[src/hltmr_pkg.sv]
// Shared constants for the hardware limit period timer
package hltmr_pkg;
  localparam int CNT_W = 8;
  localparam int MODE_W = 5;
  localparam int PRE_W = 3;
  localparam int POST_W = 4;
  localparam int PRE_CNT_W = 7;
  localparam int SYNC_STAGES = 3;
  localparam int ON_SYNC_STAGES = 2;
  localparam int CLK_FREQ_HZ = 40000000;
  localparam logic [CNT_W-1:0] CNT_RST = 8'h00;
  localparam logic [POST_W-1:0] POST_RST = 4'h0;
  localparam logic [PRE_CNT_W-1:0] PRE_RST = 7'h00;
  // Mode codes
  localparam logic [MODE_W-1:0] MODE_SW_GATE = 5'h00;
  localparam logic [MODE_W-1:0] MODE_GATE_HI_STOP = 5'h01;
  localparam logic [MODE_W-1:0] MODE_GATE_LO_STOP = 5'h02;
  localparam logic [MODE_W-1:0] MODE_HL_ANY_EDGE = 5'h03;
  localparam logic [MODE_W-1:0] MODE_HL_RISE = 5'h04;
  localparam logic [MODE_W-1:0] MODE_HL_FALL = 5'h05;
  localparam logic [MODE_W-1:0] MODE_HL_LOW_LVL = 5'h06;
  localparam logic [MODE_W-1:0] MODE_HL_HIGH_LVL = 5'h07;
  localparam logic [MODE_W-1:0] MODE_OS_SW = 5'h08;
  localparam logic [MODE_W-1:0] MODE_OS_RISE = 5'h09;
  localparam logic [MODE_W-1:0] MODE_OS_FALL = 5'h0A;
  localparam logic [MODE_W-1:0] MODE_OS_ANY = 5'h0B;
  localparam logic [MODE_W-1:0] MODE_OSHL_RISE = 5'h0C;
  localparam logic [MODE_W-1:0] MODE_OSHL_FALL = 5'h0D;
  localparam logic [MODE_W-1:0] MODE_OSHL_RISE_LOW = 5'h0E;
  localparam logic [MODE_W-1:0] MODE_OSHL_FALL_HIGH = 5'h0F;
  localparam logic [MODE_W-1:0] MODE_MONO_RISE = 5'h11;
  localparam logic [MODE_W-1:0] MODE_MONO_FALL = 5'h12;
  localparam logic [MODE_W-1:0] MODE_MONO_ANY = 5'h13;
  localparam logic [MODE_W-1:0] MODE_LVL_OS_HIGH = 5'h16;
  localparam logic [MODE_W-1:0] MODE_LVL_OS_LOW = 5'h17;
  typedef enum logic {HLTMR_IDLE, HLTMR_ACTIVE} hltmr_run_type;
endpackage : hltmr_pkg

[src/hltmr_sync.sv]
// Three-stage synchroniser with agreement filter for the external reset pin
`timescale 1ns/1ps
`default_nettype none
module hltmr_sync (
  // Clock and reset
  input wire logic clk,
  input wire logic srst,
  // Pin in, filtered level out
  input wire logic async_in,
  output logic level_out
);
  logic s1_reg;
  logic s2_reg;
  logic s3_reg;

  always_ff @(posedge clk) begin
    if (srst) begin
      s1_reg <= 1'b0;
      s2_reg <= 1'b0;
      s3_reg <= 1'b0;
    end else begin
      s1_reg <= async_in;
      s2_reg <= s1_reg;
      s3_reg <= s2_reg;
    end
  end

  // Level changes once stages two and three agree
  always_ff @(posedge clk) begin
    if (srst) begin
      level_out <= 1'b0;
    end else if (s2_reg == s3_reg) begin
      level_out <= s3_reg;
    end
  end
endmodule : hltmr_sync
`default_nettype wire

[src/hltmr_top.sv]
// Period timer with hardware limit, one-shot and monostable control
//
// Behaviour
// - Software gate counts while enabled, wraps at period
// - Hardware gate halts on external high or low
// - Edge hardware limit clears count on selected edge
// - Level hardware limit holds count at reset level
// - Level limit ignores external signal while disabled
// - Level reset and release act four clocks later
// - Software one-shot clears enable at period match
// - Software one-shot pauses and resumes mid-cycle
// - Edge one-shot starts on edge, clears enable
// - Edge start modes need fresh edge after disable
// - Edge limit one-shot starts, then resets on edges
// - After edge reset, counting resumes automatically
// - Edges ignored until enable bit is set
// - One-shot match clears enable, stops at zero
// - Monostable match stops at zero, enable kept
// - Level one-shot: start on level, reset opposite
// - Edge start with opposite level reset
// - Postscaled match raises flag, gated by enable
// - Enable synchronised two cycles, external signal four cycles
// - Zero prescale and postscale give 1:1 ratios
// - Edge monostable starts on edge, stops at match
`timescale 1ns/1ps
`default_nettype none
module hltmr_top #(
  parameter int CNT_W = hltmr_pkg::CNT_W
) (
  // Clock and reset
  input wire logic clk,
  input wire logic srst,
  // Enable bit access
  input wire logic on_wr,
  input wire logic on_wdata,
  output logic timer_on,
  // Configuration
  input wire logic [hltmr_pkg::MODE_W-1:0] mode_select,
  input wire logic [CNT_W-1:0] period_value,
  input wire logic [hltmr_pkg::PRE_W-1:0] prescale_select,
  input wire logic [hltmr_pkg::POST_W-1:0] postscale_select,
  // Interrupt flag
  input wire logic timer_irq_enable,
  input wire logic irq_flag_clr,
  output logic irq_flag,
  output logic timer_irq,
  // External reset pin
  input wire logic ext_reset_signal,
  // Status
  output logic [CNT_W-1:0] count_value,
  output logic postscaled_pulse,
  output logic period_match
);
  logic on_d1_reg;
  logic on_d2_reg;
  logic on_eff;
  logic on_prev_reg;
  logic ers_level;
  logic ers_prev_reg;
  logic rise_pend_reg;
  logic fall_pend_reg;
  logic on_rise_pend_reg;
  logic rise_p;
  logic fall_p;
  logic on_rise_p;
  logic [hltmr_pkg::PRE_CNT_W-1:0] pre_cnt_reg;
  logic [7:0] pre_span;
  logic tick;
  logic [hltmr_pkg::POST_W-1:0] post_cnt_reg;
  hltmr_pkg::hltmr_run_type run_reg;
  logic match;
  logic match_ev;
  logic hw_clr_on;
  // Decoded mode
  logic free_mode;
  logic gate;
  logic hw_rst;
  logic start_ev;
  logic keep_on_rst;
  logic clears_on;
  logic reserved;

  // Counter constants at the counter's own width
  localparam logic [CNT_W-1:0] CNT_ZERO = CNT_W'(hltmr_pkg::CNT_RST);
  localparam logic [CNT_W-1:0] CNT_STEP = CNT_W'(8'h01);

  // Enable bit; a software write beats the hardware clear
  always_ff @(posedge clk) begin
    if (srst) begin
      timer_on <= 1'b0;
    end else if (on_wr) begin
      timer_on <= on_wdata;
    end else if (hw_clr_on) begin
      timer_on <= 1'b0;
    end
  end

  // Enable reaches the counter two cycles late
  always_ff @(posedge clk) begin
    if (srst) begin
      on_d1_reg <= 1'b0;
      on_d2_reg <= 1'b0;
    end else begin
      on_d1_reg <= timer_on;
      on_d2_reg <= on_d1_reg;
    end
  end

  // Stale enable is masked once hardware has cleared it
  assign on_eff = on_d2_reg & timer_on;

  hltmr_sync u_sync (
    .clk(clk),
    .srst(srst),
    .async_in(ext_reset_signal),
    .level_out(ers_level)
  );

  always_ff @(posedge clk) begin
    if (srst) begin
      ers_prev_reg <= 1'b0;
      on_prev_reg <= 1'b0;
    end else begin
      ers_prev_reg <= ers_level;
      on_prev_reg <= on_eff;
    end
  end

  // Prescaler: tick every 2^prescale_select clocks
  assign pre_span = 8'h01 << prescale_select;
  assign tick = (pre_cnt_reg == pre_span[hltmr_pkg::PRE_CNT_W-1:0] - 7'h01);

  always_ff @(posedge clk) begin
    if (srst) begin
      pre_cnt_reg <= hltmr_pkg::PRE_RST;
    end else if (tick) begin
      pre_cnt_reg <= hltmr_pkg::PRE_RST;
    end else begin
      pre_cnt_reg <= pre_cnt_reg + 7'h01;
    end
  end

  // External edges held until the next tick, used there once
  always_ff @(posedge clk) begin
    if (srst) begin
      rise_pend_reg <= 1'b0;
      fall_pend_reg <= 1'b0;
    end else begin
      rise_pend_reg <= rise_p & ~tick;
      fall_pend_reg <= fall_p & ~tick;
    end
  end

  // Enable rise held the same way for the software one-shot
  always_ff @(posedge clk) begin
    if (srst) begin
      on_rise_pend_reg <= 1'b0;
    end else begin
      on_rise_pend_reg <= on_rise_p & ~tick;
    end
  end

  assign rise_p = rise_pend_reg | (ers_level & ~ers_prev_reg);
  assign fall_p = fall_pend_reg | (~ers_level & ers_prev_reg);
  assign on_rise_p = on_rise_pend_reg | (on_eff & ~on_prev_reg);

  // Mode decode
  always_comb begin
    free_mode = 1'b0;
    gate = 1'b1;
    hw_rst = 1'b0;
    start_ev = 1'b0;
    keep_on_rst = 1'b0;
    clears_on = 1'b1;
    reserved = 1'b0;
    case (mode_select)
      hltmr_pkg::MODE_SW_GATE: begin
        free_mode = 1'b1;
      end
      hltmr_pkg::MODE_GATE_HI_STOP: begin
        free_mode = 1'b1;
        gate = ~ers_level;
      end
      hltmr_pkg::MODE_GATE_LO_STOP: begin
        free_mode = 1'b1;
        gate = ers_level;
      end
      hltmr_pkg::MODE_HL_ANY_EDGE: begin
        free_mode = 1'b1;
        hw_rst = rise_p | fall_p;
      end
      hltmr_pkg::MODE_HL_RISE: begin
        free_mode = 1'b1;
        hw_rst = rise_p;
      end
      hltmr_pkg::MODE_HL_FALL: begin
        free_mode = 1'b1;
        hw_rst = fall_p;
      end
      hltmr_pkg::MODE_HL_LOW_LVL: begin
        free_mode = 1'b1;
        hw_rst = ~ers_level;
      end
      hltmr_pkg::MODE_HL_HIGH_LVL: begin
        free_mode = 1'b1;
        hw_rst = ers_level;
      end
      hltmr_pkg::MODE_OS_SW: begin
        start_ev = on_rise_p;
      end
      hltmr_pkg::MODE_OS_RISE: begin
        start_ev = rise_p;
      end
      hltmr_pkg::MODE_OS_FALL: begin
        start_ev = fall_p;
      end
      hltmr_pkg::MODE_OS_ANY: begin
        start_ev = rise_p | fall_p;
      end
      hltmr_pkg::MODE_OSHL_RISE: begin
        start_ev = rise_p;
        hw_rst = rise_p;
        keep_on_rst = 1'b1;
      end
      hltmr_pkg::MODE_OSHL_FALL: begin
        start_ev = fall_p;
        hw_rst = fall_p;
        keep_on_rst = 1'b1;
      end
      hltmr_pkg::MODE_OSHL_RISE_LOW: begin
        start_ev = rise_p;
        hw_rst = ~ers_level;
      end
      hltmr_pkg::MODE_OSHL_FALL_HIGH: begin
        start_ev = fall_p;
        hw_rst = ers_level;
      end
      hltmr_pkg::MODE_MONO_RISE: begin
        start_ev = rise_p;
        clears_on = 1'b0;
      end
      hltmr_pkg::MODE_MONO_FALL: begin
        start_ev = fall_p;
        clears_on = 1'b0;
      end
      hltmr_pkg::MODE_MONO_ANY: begin
        start_ev = rise_p | fall_p;
        clears_on = 1'b0;
      end
      hltmr_pkg::MODE_LVL_OS_HIGH: begin
        start_ev = ers_level;
        hw_rst = ~ers_level;
      end
      hltmr_pkg::MODE_LVL_OS_LOW: begin
        start_ev = ~ers_level;
        hw_rst = ers_level;
      end
      default: begin
        reserved = 1'b1;
      end
    endcase
  end

  // A match only counts on a tick while the counter may run
  assign match = (count_value == period_value);
  assign match_ev = tick & ~reserved & on_eff & ~hw_rst & match &
                    (free_mode ? gate : (run_reg == hltmr_pkg::HLTMR_ACTIVE));
  assign hw_clr_on = match_ev & ~free_mode & clears_on;

  // Counter and run state
  always_ff @(posedge clk) begin
    if (srst) begin
      count_value <= CNT_ZERO;
      run_reg <= hltmr_pkg::HLTMR_IDLE;
    end else if (tick & ~reserved) begin
      if (free_mode) begin
        run_reg <= hltmr_pkg::HLTMR_IDLE;
        if (on_eff & hw_rst) begin
          count_value <= CNT_ZERO;
        end else if (on_eff & gate) begin
          count_value <= match ? CNT_ZERO : count_value + CNT_STEP;
        end
      end else if (run_reg == hltmr_pkg::HLTMR_IDLE) begin
        if (on_eff & hw_rst & ~keep_on_rst) begin
          count_value <= CNT_ZERO;
        end else if (on_eff & start_ev) begin
          run_reg <= hltmr_pkg::HLTMR_ACTIVE;
        end
      end else if (~on_eff) begin
        // Software one-shot only pauses; edge modes must re-arm
        if (mode_select != hltmr_pkg::MODE_OS_SW) begin
          run_reg <= hltmr_pkg::HLTMR_IDLE;
        end
      end else if (hw_rst) begin
        count_value <= CNT_ZERO;
        if (!keep_on_rst) begin
          run_reg <= hltmr_pkg::HLTMR_IDLE;
        end
      end else if (match) begin
        count_value <= CNT_ZERO;
        run_reg <= hltmr_pkg::HLTMR_IDLE;
      end else begin
        count_value <= count_value + CNT_STEP;
      end
    end
  end

  // Postscaler and output pulses
  always_ff @(posedge clk) begin
    if (srst) begin
      post_cnt_reg <= hltmr_pkg::POST_RST;
      postscaled_pulse <= 1'b0;
      period_match <= 1'b0;
    end else begin
      period_match <= match_ev;
      postscaled_pulse <= 1'b0;
      if (match_ev) begin
        if (post_cnt_reg == postscale_select) begin
          post_cnt_reg <= hltmr_pkg::POST_RST;
          postscaled_pulse <= 1'b1;
        end else begin
          post_cnt_reg <= post_cnt_reg + 4'h1;
        end
      end
    end
  end

  // Sticky flag; setting beats clearing
  always_ff @(posedge clk) begin
    if (srst) begin
      irq_flag <= 1'b0;
    end else if (postscaled_pulse) begin
      irq_flag <= 1'b1;
    end else if (irq_flag_clr) begin
      irq_flag <= 1'b0;
    end
  end

  assign timer_irq = irq_flag & timer_irq_enable;
endmodule : hltmr_top
`default_nettype wire

[config.mk]
export PLATFORM = sky130hd
export DESIGN_NAME = hltmr_top
export DESIGN_NICKNAME = d
export VERILOG_FILES = /design/src/hltmr_pkg.sv /design/src/hltmr_sync.sv /design/src/hltmr_top.sv
export SDC_FILE = /design/constraint.sdc
export NUM_CORES = 1
export LEC_CHECK = 0
export BUFFER_PORTS_ARGS = -buffer_cell sky130_fd_sc_hd__buf_2
export CAP_MARGIN = 20
export CELL_PAD_IN_SITES_DETAIL_PLACEMENT = 1
export CELL_PAD_IN_SITES_GLOBAL_PLACEMENT = 1
export CORE_MARGIN = 2
export CORE_UTILIZATION = 46
export CTS_BUF_LIST = sky130_fd_sc_hd__clkbuf_8
export CTS_CLUSTER_DIAMETER = 80
export CTS_CLUSTER_SIZE = 20
export DETAILED_ROUTE_END_ITERATION = 12
export GPL_TIMING_DRIVEN = 1
export PLACE_DENSITY = 0.94
export SYNTH_ARGS = -nofsm -noshare
export SYNTH_HDL_FRONTEND = slang
export SYNTH_HIERARCHICAL = 1
export SYNTH_SLANG_ARGS = --single-unit
[constraint.sdc]
create_clock -name clk -period 6.2 [get_ports clk]
set_clock_uncertainty 0.15 [all_clocks]
set_input_delay 1.24 -clock clk [delete_from_list [all_inputs] [get_ports clk]]
set_output_delay 1.24 -clock clk [all_outputs]
set_load 0.05 [all_outputs]
* Word level (Yosys, flattened, before mapping) *
Index checks and enable logic that the tools add are counted.

word-level totals
  flip-flop bits (word level) = 35
  bits of input ports = 27
  output and inout port bits = 13
  logic and storage cells = 130

cells by class
  add/sub/neg operators = 4
  equal/unequal tests = 27
  shift-type cells = 1
  muxes and demuxes = 30
  bitwise logic cells = 31
  reductions and logical operators = 18

operators with widths
  operator                                                                  count
  8-bit two-way mux                                                         8
  5-bit by 4-bit == test with 1-bit output (second input constant)          8
  5-bit == test (second input constant)                                     5
  21-bit OR reduction                                                       1
  5-bit by 3-bit == test with 1-bit output (second input constant)          4
  1-bit bitwise AND                                                         19
  1-bit two-way mux                                                         18
  2-bit OR reduction                                                        6
  5-bit by 2-bit == test with 1-bit output (second input constant)          2
  3-bit OR reduction                                                        3
  8-bit by 1-bit adder with 8-bit output (second input constant)            1
  8-bit == test                                                             1
  1-bit inverter                                                            8
  4-bit OR reduction                                                        2
  8-bit OR reduction                                                        1
  7-bit by 1-bit adder with 7-bit output (second input constant)            1
  7-bit == test                                                             1
  1-bit by 3-bit left shift with 7-bit output (first input constant)        1
  7-bit by 1-bit subtractor with 7-bit output (second input constant)       1
  1-bit one-hot mux with 6 select lines                                     1
  5-bit by 1-bit == test with 1-bit output (second input constant)          1
  5-bit logical NOT                                                         1
  5-bit by 4-bit inequality test with 1-bit output (second input constant)  1
  1-bit one-hot mux with 5 select lines                                     1
  11 further kinds                                                          15

* Longest topological paths before layout *
Gate-level depths: netlist of the first run.

  depth after elaboration = 13
  mapped depth = 11
  depth with buffers taken out = 10

* Cells and area by module *
The synthesis of the first run kept the hierarchy.

by module, submodules not included
  module      instances  cells an instance  area each (um2)  sequential area each (um2)
  hltmr_top   1          251                2104.5           620.6
  hltmr_sync  1          10                 112.6            80.1

* Worst setup path after synthesis of the first run *
OpenSTA, ideal clock, no wires.

  path type = input to register
  start point = in prescale_select[2] in the netlist's numbering
  end point = reg post_cnt_reg[3] in the netlist's numbering
  library setup time = 0.070 ns
  arrival = 3.549 ns
  required time = 5.980 ns
  slack = 2.431 ns
  stages on the path = 11
  path buffers = 1
  cell sequence = buf_6 -> nor2_1 -> nand2_1 -> ha_1 -> xnor2_1 -> a31oi_1 -> a2111oi_2 -> nand3b_2 -> nand4bb_4 -> or4_1 -> a21oi_1

on the way
  longest elaborated chain between the ends = 8

RTL lines
  what                                         line              text
  start, declared                              hltmr_top.sv:40   input wire logic [hltmr_pkg::PRE_W-1:0] prescale_select,
  1-bit by 3-bit left shift with 7-bit output  hltmr_top.sv:130  assign pre_span = 8'h01 << prescale_select;
  7-bit by 1-bit subtractor with 7-bit output  hltmr_top.sv:131  assign tick = (pre_cnt_reg == pre_span[hltmr_pkg::PRE_CNT_W-1:0] - 7'h01);
  7-bit == test                                hltmr_top.sv:131
  1-bit bitwise AND (5 in a row)               hltmr_top.sv:266  assign match_ev = tick & ~reserved & on_eff & ~hw_rst & match &
  end signal, assigned                         hltmr_top.sv:311  post_cnt_reg <= hltmr_pkg::POST_RST;
  end signal, assigned                         hltmr_top.sv:319  post_cnt_reg <= hltmr_pkg::POST_RST;
  end signal, assigned                         hltmr_top.sv:322  post_cnt_reg <= post_cnt_reg + 4'h1;
  end, declared                                hltmr_top.sv:69   logic [hltmr_pkg::POST_W-1:0] post_cnt_reg;

No other way between the ends.
A chain may end at the register's enable or synchronous reset.

* Worst setup path after layout of the first run *
  start point = in prescale_select[2] in the netlist's numbering
  end point = reg count_value[4]

on the way
  longest elaborated chain between the ends = 5

RTL lines
  what                                         line              text
  1-bit by 3-bit left shift with 7-bit output  hltmr_top.sv:130
  7-bit by 1-bit subtractor with 7-bit output  hltmr_top.sv:131
  7-bit == test                                hltmr_top.sv:131
  1-bit bitwise AND                            hltmr_top.sv:275  end else if (tick & ~reserved) begin
  4-bit AND reduction (no source line)         --
  end signal, assigned                         hltmr_top.sv:281  count_value <= match ? CNT_ZERO : count_value + CNT_STEP;
  end signal, assigned                         hltmr_top.sv:303  count_value <= count_value + CNT_STEP;
  end, declared                                hltmr_top.sv:50   output logic [CNT_W-1:0] count_value,

No other way between the ends.

==> out/qor.csv, run 1 <==
metric,value,unit
wire_per_inst,16.70,um
slew_headroom,0.5752,
grt_pass1_wl,9.487,mm
drv_slew,0,
timing.final.crit_period,3.918,ns
fp-row-count,25,
tritoncts,yes,
setup_violations,0,
crit_end,count_value[4],
fill_cells,597,
start_util,0.4725,
cts_buffers,5,
grt-ovfl-total,0,
synth_seq_cells,35,
gp_congestion,0.8810,
cts.clk_slew.worst_paths,0.07,ns
clock.fmax,255.2,MHz
die_area,5391,um^2
cp.required,6.21,ns
hold_path_class,reg -> reg,
area_delta_synth_final,13.66,%
powerDensity,199.0,nW/um^2
yosysUniqueCellTypes,61,
synthFlopType,dfxtp_1,
h-tree-depth,2,
r2r-start,u_sync/level_out,
die_h,73.43,um
worstMarginPinSlew,0.6373,ns
insertion_delay,0.30,ns
cp-end-kind,flip-flop,
largest_register_ffs,8,
outcome,finished clean,
fp.dieW,73.43,um
cts_hold_buf,0,
viasPerCell,5.783,
yosysTopAreaCellShare,0.3160,
dr.pass1.iters,4,
r2r_cells,7,
min_path_cells,1,
fin_area,2520,um^2
cts_root_buf,clkbuf_8,
crit_type,in -> reg,
synthArstFlopShare,0,
drive_above_1_share,0.1919,
numPortBuffers,39,
maxCapViolCount,0,
max_stage_delay,0.54,ns
core_area,4692,um^2
cts-resized-gates,0,
syn_area_per_cell,8.495,um^2
clk_path_buf_depth,2,
route.detailed.drc,0,
crit_arrival,3.93,ns
antenna_found_initial,0,
timing.final.hold_violations,0,
io_pins,40,
diodes,0,
setup_ws,2.282,ns
postCtsSetupRepairBufs,0,
slowest_stage,a2111oi_4,
grt_pass1_vias,2007,
crit_path_cell_trace,"buf_2, nor2_1, nand2_1, ha_1, xnor2_1, a31oi_1, a2111oi_2, nand3b_2, a2111oi_4, or2_1, o21ai_1",
fin_crit_sh,0.6320,
grt_usage,0.2297,
rsz0062_at_grt,false,
drt_wl_total,5.863,mm
p_int,0.3737,mW
vdd_drop_max,0.1381,mV
reg2reg_slack,3.58,ns
grt_max_degree,23,
routed-via-count,2030,
synth_largest_area_cell,dfxtp_1,
dp_hpwl,4.190,mm
p_leak,0.9811,nW
critPathMaxFanout,11,
synthTopCellsByCount,"nor2_1, dfxtp_1, xnor2_1",
seqPwrFrac,0.462,
ant_nets,0,
power_frac_comb,0.124,
cts_sinks,35,
detail_route.iter0.violations,59,
ys.warnings.count,6,
regToRegEndpoint,count_value[4],
switching_power,0.1276,mW
yosysMostFrequentCell,nor2_1,
syn_nets,292,
syn-cell-area,2217,um^2
worstSetupStartpointType,input port,
layout.nets,327,
tns,0,ns
crit_path_start,prescale_select[2],
p_sw_frac,0.2545,
synth_edf_count,0,
power.share.clock,0.414,
synth_cells,261,
placed_area,2407,um^2
synthTopCellsByArea,"dfxtp_1, xnor2_1, nor2_1, nor2b_1, a21oi_1",
place_worst_setup_slack,2.054,ns
yosysSeqAreaShare,0.3160,
-- metrics by stage --
step,hold slack (ns),util,power [mW],cells
after floorplan,0.2638,-,0.2798,261
after global placement,0.2730,0.5131,0.2945,343
after detailed placement,0.2889,0.5131,0.2982,343
after CTS,0.3090,0.5371,0.5078,351
after global routing,0.3211,0.5371,0.5216,351
final,0.3016,0.5371,0.5013,351
-- placed cells by master, fill, tap and decap left out, types with 3 or more instances in the layout --
master    Yosys  final
nor3b_1       4      4
o21ai_1       6      6
and2_1        5      5
ha_1          4      4
inv_1        12     12
buf_2         1     39
dfxtp_1      35     35
o21ai_0      10     10
nor2_1       38     38
o211ai_1      6      6
nor2b_1      10     10
clkbuf_8      0      5
o31ai_1       3      3
nand2_1      10     10
or2_1         3      3
a21oi_1      11     11
nand3_1       7      7
xnor2_1      19     19
and3_1        5      5
nand2b_1      5      5
nand4_1       7      7
mux2i_1       4      4
-- final cells by class --
cell class,count,area [um^2],share of cell area
Clock buffer,5,68.82,0.02731
Multi-Input combinational cell,203,1399,0.5551
Tap cell,54,67.56,0.02681
Inverter,12,45.04,0.01787
Timing Repair Buffer,39,195.2,0.07746
Clock inverter,3,43.79,0.01738
Sequential cell,35,700.7,0.2781
-- logic make-up after synthesis --
logic type      after synthesis  synth area share
simple gates                115            0.3014
xor+xnor                     21           0.08296
mux                           4           0.01806
compound gates               59            0.2060
fa+ha+maj                     4           0.02257
buf+inv                      23           0.05304
flops                        35            0.3160
-- power groups by stage --
stage	clock network [mW]	logic, mW	registers [mW]
floorplan	0	0.0425	0.237
global placement	0	0.0580	0.237
detailed placement	0	0.0614	0.237
CTS	0.214	0.0626	0.232
global route	0.221	0.0688	0.232
finish	0.207	0.0623	0.232
-- worst max-delay path, delay by kind of cell --
family / cells / cell delay, ns
xor gates and xnor gates: 1 / 0.28
AOI/OAI and AO/OA: 4 / 1.17
buffers and inverters: 1 / 0.17
adders and majority gates: 1 / 0.27
and+or+nand+nor: 4 / 0.80
-- worst min-delay path by stage --
stage,to,slack (ns),from
after floorplan,on_d2_reg,0.26,on_d1_reg
after global placement,on_d2_reg,0.27,on_d1_reg
after detailed placement,u_sync/s2_reg,0.29,u_sync/s1_reg
after CTS,u_sync/s2_reg,0.31,u_sync/s1_reg
after global routing,u_sync/s2_reg,0.32,u_sync/s1_reg
final,u_sync/s2_reg,0.30,u_sync/s1_reg
-- routing by layer --
metal / vias up / track usage / part of all wire / wire, um
met1: 973 / 0.2925 / 0.45 / 2621
met5: - / 0 / 0 / 0
met2: 41 / 0.3844 / 0.50 / 2923
met4: 0 / 0.06869 / 0.018 / 106
li1: 1006 / - / - / -
met3: 10 / 0.05624 / 0.036 / 212
(Power assumes the default switching activity.)
==> run 2, diff against run 1 <==
--- a/config.mk
+++ b/config.mk
@@ -10,13 +10,13 @@
 export CELL_PAD_IN_SITES_DETAIL_PLACEMENT = 1
 export CELL_PAD_IN_SITES_GLOBAL_PLACEMENT = 1
 export CORE_MARGIN = 2
-export CORE_UTILIZATION = 46
+export CORE_UTILIZATION = 43
 export CTS_BUF_LIST = sky130_fd_sc_hd__clkbuf_8
 export CTS_CLUSTER_DIAMETER = 80
 export CTS_CLUSTER_SIZE = 20
 export DETAILED_ROUTE_END_ITERATION = 12
 export GPL_TIMING_DRIVEN = 1
-export PLACE_DENSITY = 0.94
+export PLACE_DENSITY = 0.89
 export SYNTH_ARGS = -nofsm -noshare
 export SYNTH_HDL_FRONTEND = slang
 export SYNTH_HIERARCHICAL = 1
==> constraint.sdc (replaced) <==
create_clock -name clk -period 3.63 [get_ports clk]
set_clock_uncertainty 0.15 [all_clocks]
set_input_delay 0.726 -clock clk [delete_from_list [all_inputs] [get_ports clk]]
set_output_delay 0.726 -clock clk [all_outputs]
set_load 0.05 [all_outputs]
==> run 2 against run 1 <==
Sequential cell count did not move; global-route usage fell by 2.7 points; critical endpoint is now post_cnt_reg[3]; combinational power rose by 72%; via count rose by 2.0%; critical path depth did not move; worst hold slack improved by 0.0073 ns; first-iteration DRC count rose by 22%; critical path type unchanged; cell area rose by 1.3%; largest cell class unchanged; non-clock buffer count rose by 3.
==> out/qor.csv, run 2 (synthesized netlist as in run 1, its figures left out) <==
metric,value,unit
setup_violations,0,
start_util,0.4397,
cts.clk_slew.worst_paths,0.08,ns
detail_route.iter0.violations,72,
insertion_delay,0.29,ns
die_h,75.81,um
powerDensity,321.7,nW/um^2
final_cell_mix,"buf_2, nor2_1, dfxtp_1, xnor2_1, inv_1",
fp.dieW,75.81,um
dp_hpwl,4.272,mm
cp-end-kind,flip-flop,
drive_above_1_share,0.2000,
crit_path_cell_trace,"buf_2, nor2_1, nand2_1, ha_1, xnor2_1, a31oi_1, a2111oi_2, nand3b_2, nand4bb_4, or4_1, a21oi_1",
setup_ws,0.4056,ns
fp-row-count,26,
hold_path_class,reg -> reg,
io_pins,40,
critPathMaxFanout,7,
crit_type,in -> reg,
cp.required,3.70,ns
grt_max_degree,23,
route.detailed.drc,0,
final_common_cell,buf_2,
drt_wl_total,5.532,mm
die_area,5746,um^2
slew_headroom,0.6121,
grt_pass1_vias,2034,
diodes,0,
grt_pass1_wl,8.914,mm
worstSetupStartpointType,input port,
dr.pass1.iters,4,
antenna_found_initial,0,
grt_usage,0.2030,
crit_arrival,3.29,ns
top_layer_used,met4,
timing.final.hold_violations,0,
max_stage_delay,0.51,ns
h-tree-depth,2,
timing.final.crit_period,3.224,ns
place_worst_setup_slack,0.1104,ns
gp_congestion,0.7997,
clk_path_buf_depth,2,
tritoncts,yes,
area_delta_synth_final,15.18,%
postCtsSetupRepairBufs,0,
fin_area,2554,um^2
wl_met3,215,um
placed_area,2450,um^2
numPortBuffers,39,
layout.nets,330,
worstMarginPinSlew,0.5769,ns
largest_register_ffs,8,
finalPower,0.8215,mW
clock.fmax,310.1,MHz
slowest_stage,or4_1,
p_leak,0.9885,nW
vdd_drop_max,0.1130,mV
cts_buffers,5,
cts_root_buf,clkbuf_8,
grt-ovfl-total,0,
routed-via-count,2071,
wire_per_inst,14.95,um
met1_length,2.411,mm
cts_sinks,35,
rsz0062_at_grt,false,
core_area,5042,um^2
cts-resized-gates,0,
viasPerCell,5.597,
maxCapViolCount,0,
tns,0,ns
fin_crit_sh,0.8883,
dr_wl_met2,2.810,mm
crit_family,simple AND/OR/NAND/NOR gates,
crit_buf_inv,1,
outcome,finished clean,
drv_slew,0,
cts_hold_buf,0,
ant_nets,0,
[run 2: per-layer routing]
layer | global-route usage | vias up
li1 | - | 1011
met1 | 0.2389 | 1002
met2 | 0.3621 | 48
met3 | 0.03704 | 10
met4 | 0.07992 | 0
met5 | 0 | -
[run 2: metrics by stage]
| step | hold WS, ns | utilization | std cells |
|---|---|---|---|
| final | 0.3089 | 0.5065 | 370 |
| after global routing | 0.3353 | 0.5065 | 370 |
| after CTS | 0.3117 | 0.5065 | 370 |
| after detailed placement | 0.2944 | 0.4859 | 362 |
| after global placement | 0.2719 | 0.4859 | 362 |
| after floorplan | 0.2638 | - | 261 |
[run 2: worst paths after layout]
path / start / end / slack (ns) / depth (start not counted)
worst max register to register: u_sync/level_out / post_cnt_reg[3] / 1.11 / 7
worst min-delay path: u_sync/s1_reg / u_sync/s2_reg / 0.31 / 1
worst max-delay path: prescale_select[2] / post_cnt_reg[3] / 0.41 / 11
worst min register to register: u_sync/s1_reg / u_sync/s2_reg / 0.31 / 1
[run 2: cell type report]
type,instances,area (um^2)
Multi-Input combinational cell,203,1399
Clock buffer,7,96.34
Inverter,12,45.04
Fill cell,639,2489
Timing Repair Buffer,42,217.7
Clock inverter,1,7.507
Sequential cell,35,700.7
Tap cell,70,87.58
[run 2: power breakdown]
part	switching [mW]	total [mW]	internal, mW
combinational	0.0614	0.107	0.0455
clock	0.147	0.319	0.173
sequential	0.00539	0.395	0.390
